[src/tsr_map.svh]
// register addresses, field positions and prescale counts of the timer block
`ifndef TSR_MAP_SVH
`define TSR_MAP_SVH

// ************************************************************
// register addresses
// ************************************************************
`define TSR_ADDR_CONTROL       8'h88
`define TSR_ADDR_MODE          8'h89
`define TSR_ADDR_T0_LOW        8'h8a
`define TSR_ADDR_T1_LOW        8'h8b
`define TSR_ADDR_T0_HIGH       8'h8c
`define TSR_ADDR_T1_HIGH       8'h8d
`define TSR_ADDR_RATE          8'h8e
`define TSR_ADDR_T2_CONTROL    8'hc8
`define TSR_ADDR_T2_RCAP_LOW   8'hca
`define TSR_ADDR_T2_RCAP_HIGH  8'hcb
`define TSR_ADDR_T2_LOW        8'hcc
`define TSR_ADDR_T2_HIGH       8'hcd

// ************************************************************
// field positions
// ************************************************************
`define TSR_CTL_TF1            7
`define TSR_CTL_TR1            6
`define TSR_CTL_TF0            5
`define TSR_CTL_TR0            4
`define TSR_MODE_GATE1         7
`define TSR_MODE_CT1           6
`define TSR_MODE_GATE0         3
`define TSR_MODE_CT0           2
`define TSR_RATE_T2            5
`define TSR_RATE_T1            4
`define TSR_RATE_T0            3
`define TSR_T2_TF2             7
`define TSR_T2_TIMER2_EXTERNAL_FLAG            6
`define TSR_T2_RCLK            5
`define TSR_T2_TX_BAUD_FROM_TIMER2            4
`define TSR_T2_TIMER2_TRIGGER_ENABLE           3
`define TSR_T2_TR2             2
`define TSR_T2_CT2             1
`define TSR_T2_CPRL2           0

// ************************************************************
// reset values and prescale counts
// ************************************************************
`define TSR_RESET_BYTE         8'h00
`define TSR_DIV_SLOW           4'hc
`define TSR_DIV_FAST_MASK      2'h3

`endif

[src/tsr_pkg.sv]
// types shared by the timer block
`default_nettype none
package tsr_pkg;
  typedef logic [7:0] tsr_byte_t;
  // order follows the two-bit mode field encoding
  typedef enum logic [1:0] {
    TSR_MODE13,
    TSR_MODE16,
    TSR_MODE8_RELOAD,
    TSR_SPLIT
  } tsr_mode_e;
endpackage
`default_nettype wire

[src/tsr_timer.sv]
// timers 0/1 with split mode, per-timer rate select and the 16-bit timer 2
`timescale 1ns/1ps
`default_nettype none
`include "tsr_map.svh"

module tsr_timer (
  input  wire logic              CLK,
  input  wire logic              RESET,
  input  wire logic [7:0]        SFR_ADDR,
  input  wire tsr_pkg::tsr_byte_t SFR_WDATA,
  input  wire logic              SFR_WE,
  input  wire logic              SFR_RE,
  output tsr_pkg::tsr_byte_t     SFR_RDATA,
  input  wire logic              TIMER0_COUNT_PIN,
  input  wire logic              TIMER1_COUNT_PIN,
  input  wire logic              TIMER2_COUNT_PIN,
  input  wire logic              TIMER2_TRIGGER_PIN,
  input  wire logic              EXTERNAL_INTERRUPT0_PIN,
  input  wire logic              EXTERNAL_INTERRUPT1_PIN,
  output logic                   TIMER0_OVERFLOW_FLAG,
  output logic                   TIMER1_OVERFLOW_FLAG,
  output logic                   TIMER2_REQUEST,
  output logic                   TIMER1_OVERFLOW_PULSE,
  output logic                   RX_BAUD_TICK,
  output logic                   TX_BAUD_TICK
);
  import tsr_pkg::*;

  // ************************************************************
  // helpers
  // ************************************************************
  function automatic logic sfr_hit(input logic [7:0] a, input logic [7:0] target);
    sfr_hit = (a == target);
  endfunction

  // one timer step in modes 0-2: returns {overflow, high, low}
  function automatic logic [16:0] tmr_step(input tsr_mode_e m, input logic [7:0] tl,
                                           input logic [7:0] th);
    logic [13:0] c13;
    logic [16:0] c16;
    c13 = 14'({th, tl[4:0]}) + 14'h0001;
    c16 = 17'({th, tl}) + 17'h00001;
    tmr_step = {1'b0, th, tl};
    case (m)
      TSR_MODE13:       tmr_step = {c13[13], c13[12:5], tl[7:5], c13[4:0]};
      TSR_MODE16:       tmr_step = c16;
      TSR_MODE8_RELOAD: tmr_step = (tl == 8'hff) ? {1'b1, th, th} : {1'b0, th, tl + 8'h01};
      default:          tmr_step = {1'b0, th, tl};
    endcase
  endfunction

  // ************************************************************
  // prescaler and pin synchronisers
  // ************************************************************
  logic [3:0] pre_cnt;
  logic [3:0] next_pre_cnt;
  logic [5:0] pin_s1;
  logic [5:0] pin_s2;
  logic [5:0] pin_prev;
  logic [5:0] pin_fall;
  logic       tick_slow;
  logic       tick_fast;
  logic       tick_half;

  always_comb begin
    next_pre_cnt = (pre_cnt == `TSR_DIV_SLOW - 4'h1) ? 4'h0 : pre_cnt + 4'h1;
  end

  assign tick_slow = (pre_cnt == `TSR_DIV_SLOW - 4'h1);
  assign tick_fast = (pre_cnt[1:0] == `TSR_DIV_FAST_MASK);
  assign tick_half = pre_cnt[0];
  // order: int1, external_interrupt0_pin, trigger, t2, t1, t0
  assign pin_fall  = pin_prev & ~pin_s2;

  always_ff @(posedge CLK or posedge RESET) begin
    if (RESET) begin
      pre_cnt  <= 4'h0;
      pin_s1   <= 6'h3f;
      pin_s2   <= 6'h3f;
      pin_prev <= 6'h3f;
    end else begin
      pre_cnt  <= next_pre_cnt;
      pin_s1   <= {EXTERNAL_INTERRUPT1_PIN, EXTERNAL_INTERRUPT0_PIN, TIMER2_TRIGGER_PIN,
                   TIMER2_COUNT_PIN, TIMER1_COUNT_PIN, TIMER0_COUNT_PIN};
      pin_s2   <= pin_s1;
      pin_prev <= pin_s2;
    end
  end

  // ************************************************************
  // timers 0 and 1
  // ************************************************************
  tsr_byte_t tcon, timer_mode_register, timer_rate_select, tl0, th0, tl1, th1;
  tsr_byte_t next_tcon, next_timer_mode_register, next_timer_rate_select, next_tl0, next_th0, next_tl1, next_th1;
  tsr_mode_e mode0, mode1;
  logic      split, t0_tick, t1_tick, th0_tick;
  logic      t0_ovf, t1_ovf, th0_ovf;
  logic [16:0] step0, step1;

  assign mode0 = tsr_mode_e'(timer_mode_register[1:0]);
  assign mode1 = tsr_mode_e'(timer_mode_register[5:4]);
  assign split = (mode0 == TSR_SPLIT);
  assign t0_tick = tcon[`TSR_CTL_TR0] & (~timer_mode_register[`TSR_MODE_GATE0] | pin_s2[4])
                 & (timer_mode_register[`TSR_MODE_CT0] ? pin_fall[0]
                    : (timer_rate_select[`TSR_RATE_T0] ? tick_fast : tick_slow));
  // in split mode timer 1 loses its run bit to the high byte
  assign t1_tick = (split | tcon[`TSR_CTL_TR1]) & (mode1 != TSR_SPLIT)
                 & (~timer_mode_register[`TSR_MODE_GATE1] | pin_s2[5])
                 & (timer_mode_register[`TSR_MODE_CT1] ? pin_fall[1]
                    : (timer_rate_select[`TSR_RATE_T1] ? tick_fast : tick_slow));
  assign th0_tick = split & tcon[`TSR_CTL_TR1]
                  & (timer_rate_select[`TSR_RATE_T0] ? tick_fast : tick_slow);
  assign step0 = tmr_step(mode0, tl0, th0);
  assign step1 = tmr_step(mode1, tl1, th1);

  always_comb begin
    next_tl0 = tl0;
    next_th0 = th0;
    next_tl1 = tl1;
    next_th1 = th1;
    t0_ovf   = 1'b0;
    th0_ovf  = 1'b0;
    t1_ovf   = 1'b0;
    if (split) begin
      if (t0_tick) begin
        next_tl0 = tl0 + 8'h01;
        t0_ovf   = (tl0 == 8'hff);
      end
      if (th0_tick) begin
        next_th0 = th0 + 8'h01;
        th0_ovf  = (th0 == 8'hff);
      end
    end else if (t0_tick) begin
      {t0_ovf, next_th0, next_tl0} = step0;
    end
    if (t1_tick) begin
      {t1_ovf, next_th1, next_tl1} = step1;
    end
    // software writes win over counting on the written byte
    if (SFR_WE && sfr_hit(SFR_ADDR, `TSR_ADDR_T0_LOW)) next_tl0 = SFR_WDATA;
    if (SFR_WE && sfr_hit(SFR_ADDR, `TSR_ADDR_T0_HIGH)) next_th0 = SFR_WDATA;
    if (SFR_WE && sfr_hit(SFR_ADDR, `TSR_ADDR_T1_LOW)) next_tl1 = SFR_WDATA;
    if (SFR_WE && sfr_hit(SFR_ADDR, `TSR_ADDR_T1_HIGH)) next_th1 = SFR_WDATA;
    next_timer_mode_register  = (SFR_WE && sfr_hit(SFR_ADDR, `TSR_ADDR_MODE)) ? SFR_WDATA : timer_mode_register;
    next_timer_rate_select = (SFR_WE && sfr_hit(SFR_ADDR, `TSR_ADDR_RATE)) ? SFR_WDATA : timer_rate_select;
    next_tcon  = (SFR_WE && sfr_hit(SFR_ADDR, `TSR_ADDR_CONTROL)) ? SFR_WDATA : tcon;
    // hardware set wins over a clear in the same cycle
    if (t0_ovf) next_tcon[`TSR_CTL_TF0] = 1'b1;
    if (split ? th0_ovf : t1_ovf) next_tcon[`TSR_CTL_TF1] = 1'b1;
  end

  always_ff @(posedge CLK or posedge RESET) begin
    if (RESET) begin
      tcon  <= `TSR_RESET_BYTE;
      timer_mode_register  <= `TSR_RESET_BYTE;
      timer_rate_select <= `TSR_RESET_BYTE;
      tl0   <= `TSR_RESET_BYTE;
      th0   <= `TSR_RESET_BYTE;
      tl1   <= `TSR_RESET_BYTE;
      th1   <= `TSR_RESET_BYTE;
    end else begin
      tcon  <= next_tcon;
      timer_mode_register  <= next_timer_mode_register;
      timer_rate_select <= next_timer_rate_select;
      tl0   <= next_tl0;
      th0   <= next_th0;
      tl1   <= next_tl1;
      th1   <= next_th1;
    end
  end

  // ************************************************************
  // timer 2
  // ************************************************************
  tsr_byte_t timer2_control, rcap_l, rcap_h, tl2, th2;
  tsr_byte_t next_timer2_control, next_rcap_l, next_rcap_h, next_tl2, next_th2;
  logic      baud, t2_tick, t2_ovf, t2_ext, t2_capture, t2_reload;

  assign baud = timer2_control[`TSR_T2_RCLK] | timer2_control[`TSR_T2_TX_BAUD_FROM_TIMER2];
  // the rate bit drops out in baud mode, where half the core clock is used
  assign t2_tick = timer2_control[`TSR_T2_TR2]
                 & (timer2_control[`TSR_T2_CT2] ? pin_fall[2]
                    : baud ? tick_half
                    : (timer_rate_select[`TSR_RATE_T2] ? tick_fast : tick_slow));
  assign t2_ovf = t2_tick & ({th2, tl2} == 16'hffff);
  assign t2_ext = timer2_control[`TSR_T2_TIMER2_TRIGGER_ENABLE] & pin_fall[3];
  assign t2_capture = t2_ext & ~baud & timer2_control[`TSR_T2_CPRL2];
  assign t2_reload = (baud | ~timer2_control[`TSR_T2_CPRL2])
                   & (t2_ovf | (t2_ext & ~baud));

  always_comb begin
    next_tl2    = tl2;
    next_th2    = th2;
    next_rcap_l = rcap_l;
    next_rcap_h = rcap_h;
    if (t2_reload) begin
      {next_th2, next_tl2} = {rcap_h, rcap_l};
    end else if (t2_tick) begin
      {next_th2, next_tl2} = {th2, tl2} + 16'h0001;
    end
    if (t2_capture) begin
      {next_rcap_h, next_rcap_l} = {th2, tl2};
    end
    if (SFR_WE && sfr_hit(SFR_ADDR, `TSR_ADDR_T2_LOW)) next_tl2 = SFR_WDATA;
    if (SFR_WE && sfr_hit(SFR_ADDR, `TSR_ADDR_T2_HIGH)) next_th2 = SFR_WDATA;
    if (SFR_WE && sfr_hit(SFR_ADDR, `TSR_ADDR_T2_RCAP_LOW)) next_rcap_l = SFR_WDATA;
    if (SFR_WE && sfr_hit(SFR_ADDR, `TSR_ADDR_T2_RCAP_HIGH)) next_rcap_h = SFR_WDATA;
    next_timer2_control = (SFR_WE && sfr_hit(SFR_ADDR, `TSR_ADDR_T2_CONTROL)) ? SFR_WDATA : timer2_control;
    if (t2_ovf && !baud) next_timer2_control[`TSR_T2_TF2] = 1'b1;
    if (t2_ext) next_timer2_control[`TSR_T2_TIMER2_EXTERNAL_FLAG] = 1'b1;
  end

  always_ff @(posedge CLK or posedge RESET) begin
    if (RESET) begin
      timer2_control  <= `TSR_RESET_BYTE;
      rcap_l <= `TSR_RESET_BYTE;
      rcap_h <= `TSR_RESET_BYTE;
      tl2    <= `TSR_RESET_BYTE;
      th2    <= `TSR_RESET_BYTE;
    end else begin
      timer2_control  <= next_timer2_control;
      rcap_l <= next_rcap_l;
      rcap_h <= next_rcap_h;
      tl2    <= next_tl2;
      th2    <= next_th2;
    end
  end

  // ************************************************************
  // read port and outputs
  // ************************************************************
  tsr_byte_t next_rdata;
  logic      next_t1_pulse, next_rx_tick, next_tx_tick;

  always_comb begin
    next_rdata = SFR_RDATA;
    if (SFR_RE) begin
      if (SFR_ADDR == `TSR_ADDR_CONTROL) next_rdata = tcon;
      else if (SFR_ADDR == `TSR_ADDR_MODE) next_rdata = timer_mode_register;
      else if (SFR_ADDR == `TSR_ADDR_T0_LOW) next_rdata = tl0;
      else if (SFR_ADDR == `TSR_ADDR_T1_LOW) next_rdata = tl1;
      else if (SFR_ADDR == `TSR_ADDR_T0_HIGH) next_rdata = th0;
      else if (SFR_ADDR == `TSR_ADDR_T1_HIGH) next_rdata = th1;
      else if (SFR_ADDR == `TSR_ADDR_RATE) next_rdata = timer_rate_select;
      else if (SFR_ADDR == `TSR_ADDR_T2_CONTROL) next_rdata = timer2_control;
      else if (SFR_ADDR == `TSR_ADDR_T2_RCAP_LOW) next_rdata = rcap_l;
      else if (SFR_ADDR == `TSR_ADDR_T2_RCAP_HIGH) next_rdata = rcap_h;
      else if (SFR_ADDR == `TSR_ADDR_T2_LOW) next_rdata = tl2;
      else if (SFR_ADDR == `TSR_ADDR_T2_HIGH) next_rdata = th2;
      else next_rdata = 8'h00;
    end
    next_t1_pulse = t1_ovf;
    next_rx_tick  = timer2_control[`TSR_T2_RCLK] ? t2_ovf : t1_ovf;
    next_tx_tick  = timer2_control[`TSR_T2_TX_BAUD_FROM_TIMER2] ? t2_ovf : t1_ovf;
  end

  always_ff @(posedge CLK or posedge RESET) begin
    if (RESET) begin
      SFR_RDATA             <= `TSR_RESET_BYTE;
      TIMER1_OVERFLOW_PULSE <= 1'b0;
      RX_BAUD_TICK          <= 1'b0;
      TX_BAUD_TICK          <= 1'b0;
    end else begin
      SFR_RDATA             <= next_rdata;
      TIMER1_OVERFLOW_PULSE <= next_t1_pulse;
      RX_BAUD_TICK          <= next_rx_tick;
      TX_BAUD_TICK          <= next_tx_tick;
    end
  end

  assign TIMER0_OVERFLOW_FLAG = tcon[`TSR_CTL_TF0];
  assign TIMER1_OVERFLOW_FLAG = tcon[`TSR_CTL_TF1];
  // a software-written one raises the request just as hardware does
  assign TIMER2_REQUEST = timer2_control[`TSR_T2_TF2] | timer2_control[`TSR_T2_TIMER2_EXTERNAL_FLAG];
endmodule // tsr_timer
`default_nettype wire

[config.mk]
export PLATFORM = sky130hd
export DESIGN_NAME = tsr_timer
export DESIGN_NICKNAME = d
export VERILOG_FILES = /design/src/tsr_pkg.sv /design/src/tsr_timer.sv
export VERILOG_INCLUDE_DIRS = /design/src
export SDC_FILE = /design/constraint.sdc
export NUM_CORES = 1
export LEC_CHECK = 0
export ABC_AREA = 0
export BUFFER_PORTS_ARGS = -buffer_cell sky130_fd_sc_hd__buf_2
export CAP_MARGIN = 10
export CELL_PAD_IN_SITES_DETAIL_PLACEMENT = 0
export CELL_PAD_IN_SITES_GLOBAL_PLACEMENT = 1
export CORE_AREA = 2 2 137 139
export CTS_CLUSTER_SIZE = 14
export DETAILED_ROUTE_END_ITERATION = 10
export DIE_AREA = 0 0 139 141
export PLACE_DENSITY = 0.76
export SETUP_SLACK_MARGIN = 0.2
export SYNTH_ARGS = -nofsm -noshare
export SYNTH_HDL_FRONTEND = slang
export SYNTH_SLANG_ARGS = --single-unit
[constraint.sdc]
create_clock -name CLK -period 8.7 [get_ports CLK]
set_input_delay 0.435 -clock CLK [delete_from_list [all_inputs] [get_ports CLK]]
set_output_delay 0.435 -clock CLK [all_outputs]
set_load 0.03 [all_outputs]
==> results of run 1 <==
registers in the layout (all words and copies together) (netlist names), 8 cells and up:
signal               cells
timer_rate_select        8
tcon                     8
th0                      8
tl1                      8
rcap_h                   8
tl2                      8
th2                      8
tl0                      8
timer_mode_register      8
SFR_RDATA                8
th1                      8
timer2_control           8
rcap_l                   8
power groups by stage:
stage	Clock [mW]	Sequential [mW]	Combinational, mW
floorplan	0	0.687	0.205
global placement	0	0.734	0.246
detailed placement	0	0.733	0.249
CTS	0.736	0.723	0.250
global route	0.758	0.734	0.280
finish	0.723	0.727	0.251
Yosys cell counts, drive strengths merged (6+ instances only):
cell type and count:
a211oi 9, a21oi 81, a221o 6, a221oi 7
a22oi 11, a31oi 13, a32oi 7, and2 9
and3 7, and4 6, buf 12, clkbuf 52
dfrtp 111, dfstp 16, ha 9, inv 30
mux2 26, mux2i 47, nand2 106, nand2b 8
nand3 37, nand4 12, nor2 99, nor2b 9
nor3 25, nor3b 6, o211ai 8, o21a 12
o21ai 65, o22ai 24, o31ai 9, or3 8
xnor2 14, xor2 9
worst min-delay path by stage:
stage,start,cells after the start,slack [ns],endpoint
floorplan,pin_s1[0],0,0.35,pin_s2[0]
global placement,pin_s1[5],0,0.35,pin_s2[5]
detailed placement,pin_s1[1],0,0.35,pin_s2[1]
CTS,EXTERNAL_INTERRUPT1_PIN,1,0.09,pin_s1[5]
global route,EXTERNAL_INTERRUPT1_PIN,1,0.09,pin_s1[5]
finish,TIMER1_COUNT_PIN,1,0.10,pin_s1[1]
cells by family (layout without fill, tap and decap cells):
group,Yosys count,in the layout,share of synthesized area [%]
AO/OA/AOI/OAI,296,296,23.1
XOR/XNOR,23,23,2.44
adder cells (fa/ha/maj),9,9,1.36
buffers and inverters,94,108,4.53
flip-flops,127,127,38.7
multiplexers,73,73,9.24
AND/OR/NAND/NOR,354,354,20.6
worst reg2reg max path, delay by kind of cell, from the launching register on:
family | cells | cell delay (ns)
simple gates | 2 | 0.78
flops | 1 | 0.96
compound gates | 4 | 1.12
routing by layer:
layer | track usage (%) | wire, um
met5 | 0 | 0
met4 | 11.1 | 828
met3 | 4.35 | 1970
met1 | 42.5 | 12900
met2 | 43.6 | 12400
cell type report:
| type | instances | area (um^2) | area share (%) |
|---|---|---|---|
| sequential | 127 | 3200 | 35.0 |
| timing repair buffer | 46 | 248 | 2.71 |
| multi-input combinational | 755 | 4690 | 51.3 |
| tap | 234 | 293 | 3.20 |
| clock inverter | 12 | 138 | 1.51 |
| inverter | 30 | 118 | 1.29 |
| clock buffer | 20 | 457 | 5.00 |
metrics by stage:
stage / power (mW) / hold WS (ns)
after floorplan: 0.892 / 0.345
after global placement: 0.980 / 0.346
after detailed placement: 0.982 / 0.347
after CTS: 1.71 / 0.0876
after global routing: 1.77 / 0.0881
final: 1.70 / 0.104
==> flow_summary.yaml, run 1 <==
setup_path:
  required_ns: 9.06
  r2r-start: "timer_mode_register[0]"
  r2r_setup_slack_ns: 5.79
  path_max_fanout: 28
  slowest_stage: "dfrtp_1"
  rr_worst_depth: 6
  slowest_delay_ns: 0.96
  crit_type: "reg -> reg"
  crit_path_start: "timer_mode_register[0]"
  cp.depth: 6
  cp.arrival_ns: 3.28
  cp_cell_sequence: "a21oi_1, nor3_1, o211ai_1, or2_2, o311ai_0, o21a_1"
  worst_r2r_endpoint: "th1[4]"
  endpoint: "th1[4]"
  critPathCaptureType: "register"
  path_buf_inv: 0
  crit_family: "compound AO/OA/AOI/OAI gates"
  start_kind: "register"
global_route:
  antenna_found_initial: 0
  grt_max_degree: 68
  gr-total-overflow: 0
  grt_usage_pct: 29.1
  grt_pass1_wl_mm: 43.8
  grt_pass1_vias: 7307
route:
  drt_first_iter_violations: 830
  vias: 7777
  routedWlPerCell_um: 22.9
  drc: 0
  final_antenna_net_count: 0
  wl_mm: 28.1
  dr.pass1.iters: 7
  avgViaCountPerCell: 6.35
floorplanning:
  die-width_um: 139
  dieArea_um2: 19600
  die_h_um: 141
  rows: 50
  core_um2: 18300
  initial_utilization_pct: 45.2
  io_pins: 40
pwr:
  leakagePower_nw: 3.71
  p_seq_share_pct: 42.7
  vdd_ir_drop_max_uv: 143
  p_int_mw: 1.18
  p_clk_share_pct: 42.5
  p_sw_mw: 0.522
  power_density_nw_per_um2: 186
  swShare_pct: 30.7
  p_comb_share_pct: 14.8
timing:
  setup_viol: 0
  rsz0062_at_grt: "false"
  slew_violations: 0
  max_freq_mhz: 343
  min_period_ns: 2.91
  worst_slack_ns: 5.79
  timing.final.crit_share_pct: 33.5
  fin_worst_skew_ns: 0.00821
  worst_pin_slew_ns: 1.18
  report.final.hold_viol_count: 0
  maxSlewHeadroom_pct: 21.5
  fin_tns_setup_ns: 0
logic_synthesis:
  avgSynthCellArea_um2: 8.46
  syn_inst: 976
  yosysTopAreaCell: "dfrtp_1"
  yosys_warnings: 0
  synth_area_leaders: "dfrtp_1 34%, mux2i_1 5.7%, dfstp_2 5.1%"
  ys_ff_latch: 127
  netlist_area_um2: 8260
  synth_top_cell_area_share_pct: 33.6
  async_reset_ff_share_pct: 100
  synthDistinctLibCells: 75
  ys_seq_area_share_pct: 38.7
  dominantRegCellSynth: "dfrtp_1"
  syn_nets: 1011
  synth-edff-count: 0
layout:
  layout_commonest_cell: "dfrtp_1"
  area_growth_pct: 10.7
  diodes: 0
  finish.instance_area_um2: 9140
  drive_gt1_share_pct: 13.7
  mostFrequentLayoutCells: "111 x dfrtp_1, 106 x nand2_1, 96 x nor2_1, 81 x a21oi_1, 65 x o21ai_0"
  final_core_util_pct: 50.0
  fillCellCount: 1797
  nets: 1012
  stdcell_count: 1224
clock_tree:
  cts_setup_buffers: 0
  h-tree-depth: 4
  cts_tree: "built"
  cts_resized: 0
  cts.clk_slew.worst_paths_ns: 0.06
  clock-sinks: 127
  postCtsHoldBufs: 0
  numCtsBuffers: 17
  root_buffer: "clkbuf_16"
  insertion_delay_ns: 0.42
  clockBufferDepth: 2
placement:
  portBuffers: 39
  dpl_cell_area_um2: 8540
  post-place-cells: 1191
  place_worst_setup_slack_ns: 5.64
  gp_congestion: 0.922
  dp_hpwl_mm: 19.5
flow_run:
  max_cap_violations: 0
outcome:
  status: "finished, final reports clean"
hold_path:
  holdCritPathClass: "in -> reg"
No activity file was read; power rests on OpenSTA's default activity.
==> run 2, diff against run 1 <==
==> constraint.sdc (replaced) <==
create_clock -name CLK -period 2.8 [get_ports CLK]
set_input_delay 0.14 -clock CLK [delete_from_list [all_inputs] [get_ports CLK]]
set_output_delay 0.14 -clock CLK [all_outputs]
set_load 0.03 [all_outputs]
==> flow_summary.yaml, run 2 (same netlist as run 1, synthesis figures left out) <==
outcome:
  status: "finished, final reports clean"
pwr:
  p_seq_share_pct: 42.6
  leakagePower_nw: 3.87
  p_comb_share_pct: 15.6
  power_mw: 5.26
  p_clk_share_pct: 41.8
  power_density_nw_per_um2: 558
  p_sw_mw: 1.73
  swShare_pct: 32.9
  vdd_ir_drop_max_uv: 431
  p_int_mw: 3.53
layout:
  multiInputGateArea_um2: 4690
  mostFrequentLayoutCells: "111 x dfrtp_1, 106 x nand2_1, 95 x nor2_1, 81 x a21oi_1, 64 x o21ai_0"
  nets: 1045
  fillCellCount: 1776
  seqCellArea_um2: 3200
  diodes: 0
  stdcell_count: 1257
  layout_commonest_cell: "dfrtp_1"
  area_growth_pct: 14.1
  drive_gt1_share_pct: 16.0
global_route:
  grt_max_degree: 128
  grt_usage_pct: 28.8
  gr-total-overflow: 0
  grt_pass1_wl_mm: 43.5
  antenna_found_initial: 0
  grt_pass1_vias: 7504
timing:
  max_freq_mhz: 403
  fin_worst_skew_ns: 0.0134
  setup_viol: 0
  maxSlewHeadroom_pct: 50.2
  fin_tns_setup_ns: 0
  worst_pin_slew_ns: 0.748
  rsz0062_at_grt: "true"
  min_period_ns: 2.48
  timing.final.crit_share_pct: 88.6
  report.final.hold_viol_count: 0
  worst_slack_ns: 0.319
  slew_violations: 0
setup_path:
  cp_cell_sequence: "ha_1, nand4_1, or2_2, nor2_1, a21oi_1, a2111o_1, a21oi_1"
  required_ns: 3.16
  slowest_stage: "dfrtp_1"
  crit_top_cell: "a21oi_1"
  crit_type: "reg -> reg"
  cp.arrival_ns: 2.84
  slowest_delay_ns: 0.45
  start_kind: "register"
  path_max_fanout: 7
  critPathCaptureType: "register"
  r2r_setup_slack_ns: 0.32
clock_tree:
  cts.clk_slew.worst_paths_ns: 0.06
  clock-sinks: 127
  h-tree-depth: 4
  root_buffer: "clkbuf_16"
  clockBufferDepth: 2
  insertion_delay_ns: 0.44
  cts_tree: "built"
  numCtsBuffers: 17
route:
  dr.pass1.iters: 6
  drc: 0
  avgViaCountPerCell: 6.32
  final_antenna_net_count: 0
  drt_first_iter_violations: 815
  wl_mm: 27.9
  routedWlPerCell_um: 22.2
  vias: 7942
placement:
  dp_hpwl_mm: 19.6
  post-place-cells: 1218
  portBuffers: 39
  place_worst_setup_slack_ns: 0.305
  gp_congestion: 0.924
floorplanning:
  die-width_um: 139
  io_pins: 40
  dieArea_um2: 19600
  rows: 50
  initial_utilization_pct: 45.2
  die_h_um: 141
  core_um2: 18300
flow_run:
  max_cap_violations: 0
hold_path:
  holdCritPathClass: "in -> reg"
[run 2: final timing paths]
path / startpoint / endpoint / cells past startpoint
min in group asynchronous: RESET / th0[2] / 4
max in group asynchronous: RESET / timer2_control[7] / 4
max reg2reg: tl1[0] / tl1[2] / 7
max: tl1[0] / tl1[2] / 7
min reg2reg: pin_s1[1] / pin_s2[1] / 0
min: SFR_RE / SFR_RDATA[0] / 2
[run 2: stage by stage]
step           hold slack [ns]  util (%)  area, um^2
2_1_floorplan            0.144         -        8260
3_3_place_gp             0.245      48.0        8780
3_5_place_dp             0.247      48.0        8780
4_1_cts                 0.0949      51.6        9420
5_1_grt                  0.122      51.6        9430
6_report                 0.104      51.6        9430
[run 2: power groups by stage]
stage	Combinational (mW)	Sequential [mW]	Clock, mW
5_1_grt	0.906	2.26	2.33
6_report	0.818	2.24	2.20
3_3_place_gp	0.792	2.26	0
3_5_place_dp	0.800	2.26	0
4_1_cts	0.811	2.23	2.24
2_1_floorplan	0.636	2.14	0
[run 2: final cells by class]
class	count	share of cell area [%]
multi-input cells	755	49.8
well taps	234	3.11
inverters	30	1.23
repair buffers	79	5.84
clock inverters	14	1.46
flip-flops and latches	127	33.9
clock buffers	18	4.66
[run 2: critical path: cells and delay by family, from the launching register on]
family / cells / cell delay (ns)
and+or+nand+nor: 3 / 1.06
AOI/OAI and AO/OA: 3 / 0.66
DFF: 1 / 0.45
adders and majority gates: 1 / 0.26
[run 2: per-layer routing]
metal	vias to the layer above	wire length [um]	track usage (%)
met2	380	12300	42.9
met5	-	0	0
met1	3841	12600	41.5
met3	56	2200	6.08
met4	0	851	10.6
li1	3665	-	-
[run 2: what timing repair did]
action,in CTS,in global routing
setup buffers,0,0
hold endpoints to repair,117,0
setup endpoints to repair,0,6
gates resized for setup,0,2
hold buffers,7,0
==> run 3, diff against run 2 <==
--- a/config.mk
+++ b/config.mk
@@ -15,6 +15,7 @@
 export CTS_CLUSTER_SIZE = 14
 export DETAILED_ROUTE_END_ITERATION = 10
 export DIE_AREA = 0 0 139 141
+export GPL_TIMING_DRIVEN = 0
 export PLACE_DENSITY = 0.76
 export SETUP_SLACK_MARGIN = 0.2
 export SYNTH_ARGS = -nofsm -noshare
==> constraint.sdc (replaced) <==
create_clock -name CLK -period 2.6 [get_ports CLK]
set_input_delay 0.13 -clock CLK [delete_from_list [all_inputs] [get_ports CLK]]
set_output_delay 0.13 -clock CLK [all_outputs]
set_load 0.03 [all_outputs]
==> flow_summary.yaml, run 3 (same netlist as run 1, synthesis figures left out) <==
outcome:
  status: "finished, final reports clean"
placement:
  gp_congestion: 0.981
  portBuffers: 36
  dp_hpwl_mm: 21.7
  post-place-cells: 1249
  dpl_cell_area_um2: 8790
layout:
  nets: 1089
  stdcell_count: 1301
  fillCellCount: 1786
  finish.instance_area_um2: 9710
  mostFrequentLayoutCells: "108 x dfrtp_1, 106 x nand2_1, 91 x nor2_1, 80 x a21oi_1, 62 x o21ai_0"
  multiInputGateArea_um2: 4820
  diodes: 0
  drive_gt1_share_pct: 16.6
  layout_commonest_cell: "dfrtp_1"
  seqCellArea_um2: 3200
  area_growth_pct: 17.6
clock_tree:
  numCtsBuffers: 17
  root_buffer: "clkbuf_16"
  insertion_delay_ns: 0.44
  clock-sinks: 127
  h-tree-depth: 4
  cts.clk_slew.worst_paths_ns: 0.06
  cts_tree: "built"
  clockBufferDepth: 2
hold_path:
  hold_start: "SFR_WDATA[7]"
  holdCritPathClass: "in -> reg"
  hold_path_end: "timer_mode_register[7]"
  hold_depth: 2
global_route:
  antenna_found_initial: 0
  grt_pass1_wl_mm: 46.3
  grt_pass1_vias: 7497
  grt_usage_pct: 30.9
  grt_max_degree: 40
  gr-total-overflow: 0
timing:
  maxSlewHeadroom_pct: 25.9
  rsz0062_at_grt: "true"
  max_freq_mhz: 420
  worst_pin_slew_ns: 1.11
  timing.final.crit_share_pct: 91.5
  slew_violations: 0
  min_period_ns: 2.38
  setup_viol: 0
  report.final.hold_viol_count: 0
  fin_worst_skew_ns: 0.0142
  holdWs_ns: 0.00840
route:
  final_antenna_net_count: 0
  drc: 0
  wl_mm: 30.1
  dr.pass1.iters: 6
  drt_first_iter_violations: 809
  avgViaCountPerCell: 6.28
  vias: 8165
  routedWlPerCell_um: 23.1
floorplanning:
  die_h_um: 141
  dieArea_um2: 19600
  rows: 50
  die-width_um: 139
  core_um2: 18300
  io_pins: 40
  initial_utilization_pct: 45.2
pwr:
  power_density_nw_per_um2: 605
  vdd_ir_drop_max_uv: 471
  leakagePower_nw: 3.94
  power_mw: 5.87
setup_path:
  crit_type: "in -> reg"
  path_max_fanout: 10
  path_buf_inv: 2
  worst_r2r_endpoint: "tl2[3]"
  critPathCaptureType: "register"
  crit_top_cell: "clkbuf_1"
  start_kind: "input pin"
  slowest_delay_ns: 0.92
  required_ns: 2.87
  slowest_stage: "nor3_1"
  cp.arrival_ns: 2.65
  crit_family: "compound AO/OA/AOI/OAI gates"
  cp_cell_sequence: "clkbuf_1, clkbuf_1, nor3_1, a211oi_1, a2111oi_0, o221ai_1"
  r2r_setup_slack_ns: 0.23
  rr_worst_depth: 6
  r2r-start: "timer2_control[5]"
flow_run:
  max_cap_violations: 0
-- run 3: cell count changes in the layout (fill, tap and decap cells not counted), sizes merged --
cell	previous run	this run
clkbuf	18	70
buf	72	60
dlygate4sd3	7	11
bufinv	0	2
inv	39	37
clkinv	2	3
clkinvlp	3	2
-- run 3: through the flow --
| step | TNS, ns | utilization [%] | worst slack, ns |
|---|---|---|---|
| finish | 0 | 53.2 | 0.220 |
| global route | 0 | 53.2 | 0.152 |
| CTS | 0 | 52.6 | 0.200 |
| detailed placement | -1.94 | 48.1 | -0.237 |
| global placement | -6.26 | 47.8 | -0.270 |
| floorplan | 0 | - | 0.448 |
-- run 3: power breakdown --
group          internal, mW  switching, mW
clock network          1.45           1.06
registers              2.14          0.204
logic                 0.384          0.629
total                  3.98           1.89
-- run 3: layout make-up --
cell class | count | share of cell area, %
Multi-Input combinational cell | 755 | 49.6
Inverter | 30 | 1.20
Sequential cell | 127 | 33.0
Clock inverter | 14 | 1.79
Buffer | 64 | 2.77
Timing Repair Buffer | 59 | 4.28
Clock buffer | 18 | 4.42
Tap cell | 234 | 3.01
-- run 3: worst reg2reg max path: stages (launching register included) --
cell      delay, ns
dfrtp_1        0.47
or2_2          0.38
a21oi_1        0.29
a221oi_4       0.16
a31oi_4        0.28
mux2_2         0.37
a221o_1        0.32
-- run 3: worst max-delay path by stage --
stage	slack, ns	cells after the start	end	from
floorplan	0.45	6	tl2[3]	timer2_control[5]
global placement	-0.27	7	TX_BAUD_TICK	tl1[0]
global route	0.15	6	tl2[3]	timer2_control[5]
detailed placement	-0.24	7	TX_BAUD_TICK	tl1[0]
finish	0.22	6	SFR_RDATA[6]	SFR_ADDR[0]
CTS	0.20	6	rcap_l[0]	timer2_control[5]
-- run 3: metal layers --
metal	vias to the layer above	global-route usage (%)	wire length, um
met2	391	46.1	13000
met4	0	11.0	933
li1	3767	-	-
met1	3954	45.1	13500
met3	53	5.77	2570
met5	-	0	0
-- run 3: timing repair --
item,CTS,global route
hold buffers,11,0
setup endpoints to repair,39,43
gates resized for setup,18,26
gates cloned,0,0
endpoints found under the hold margin,41,0
pin swaps,3,1
buffers inserted,4,4
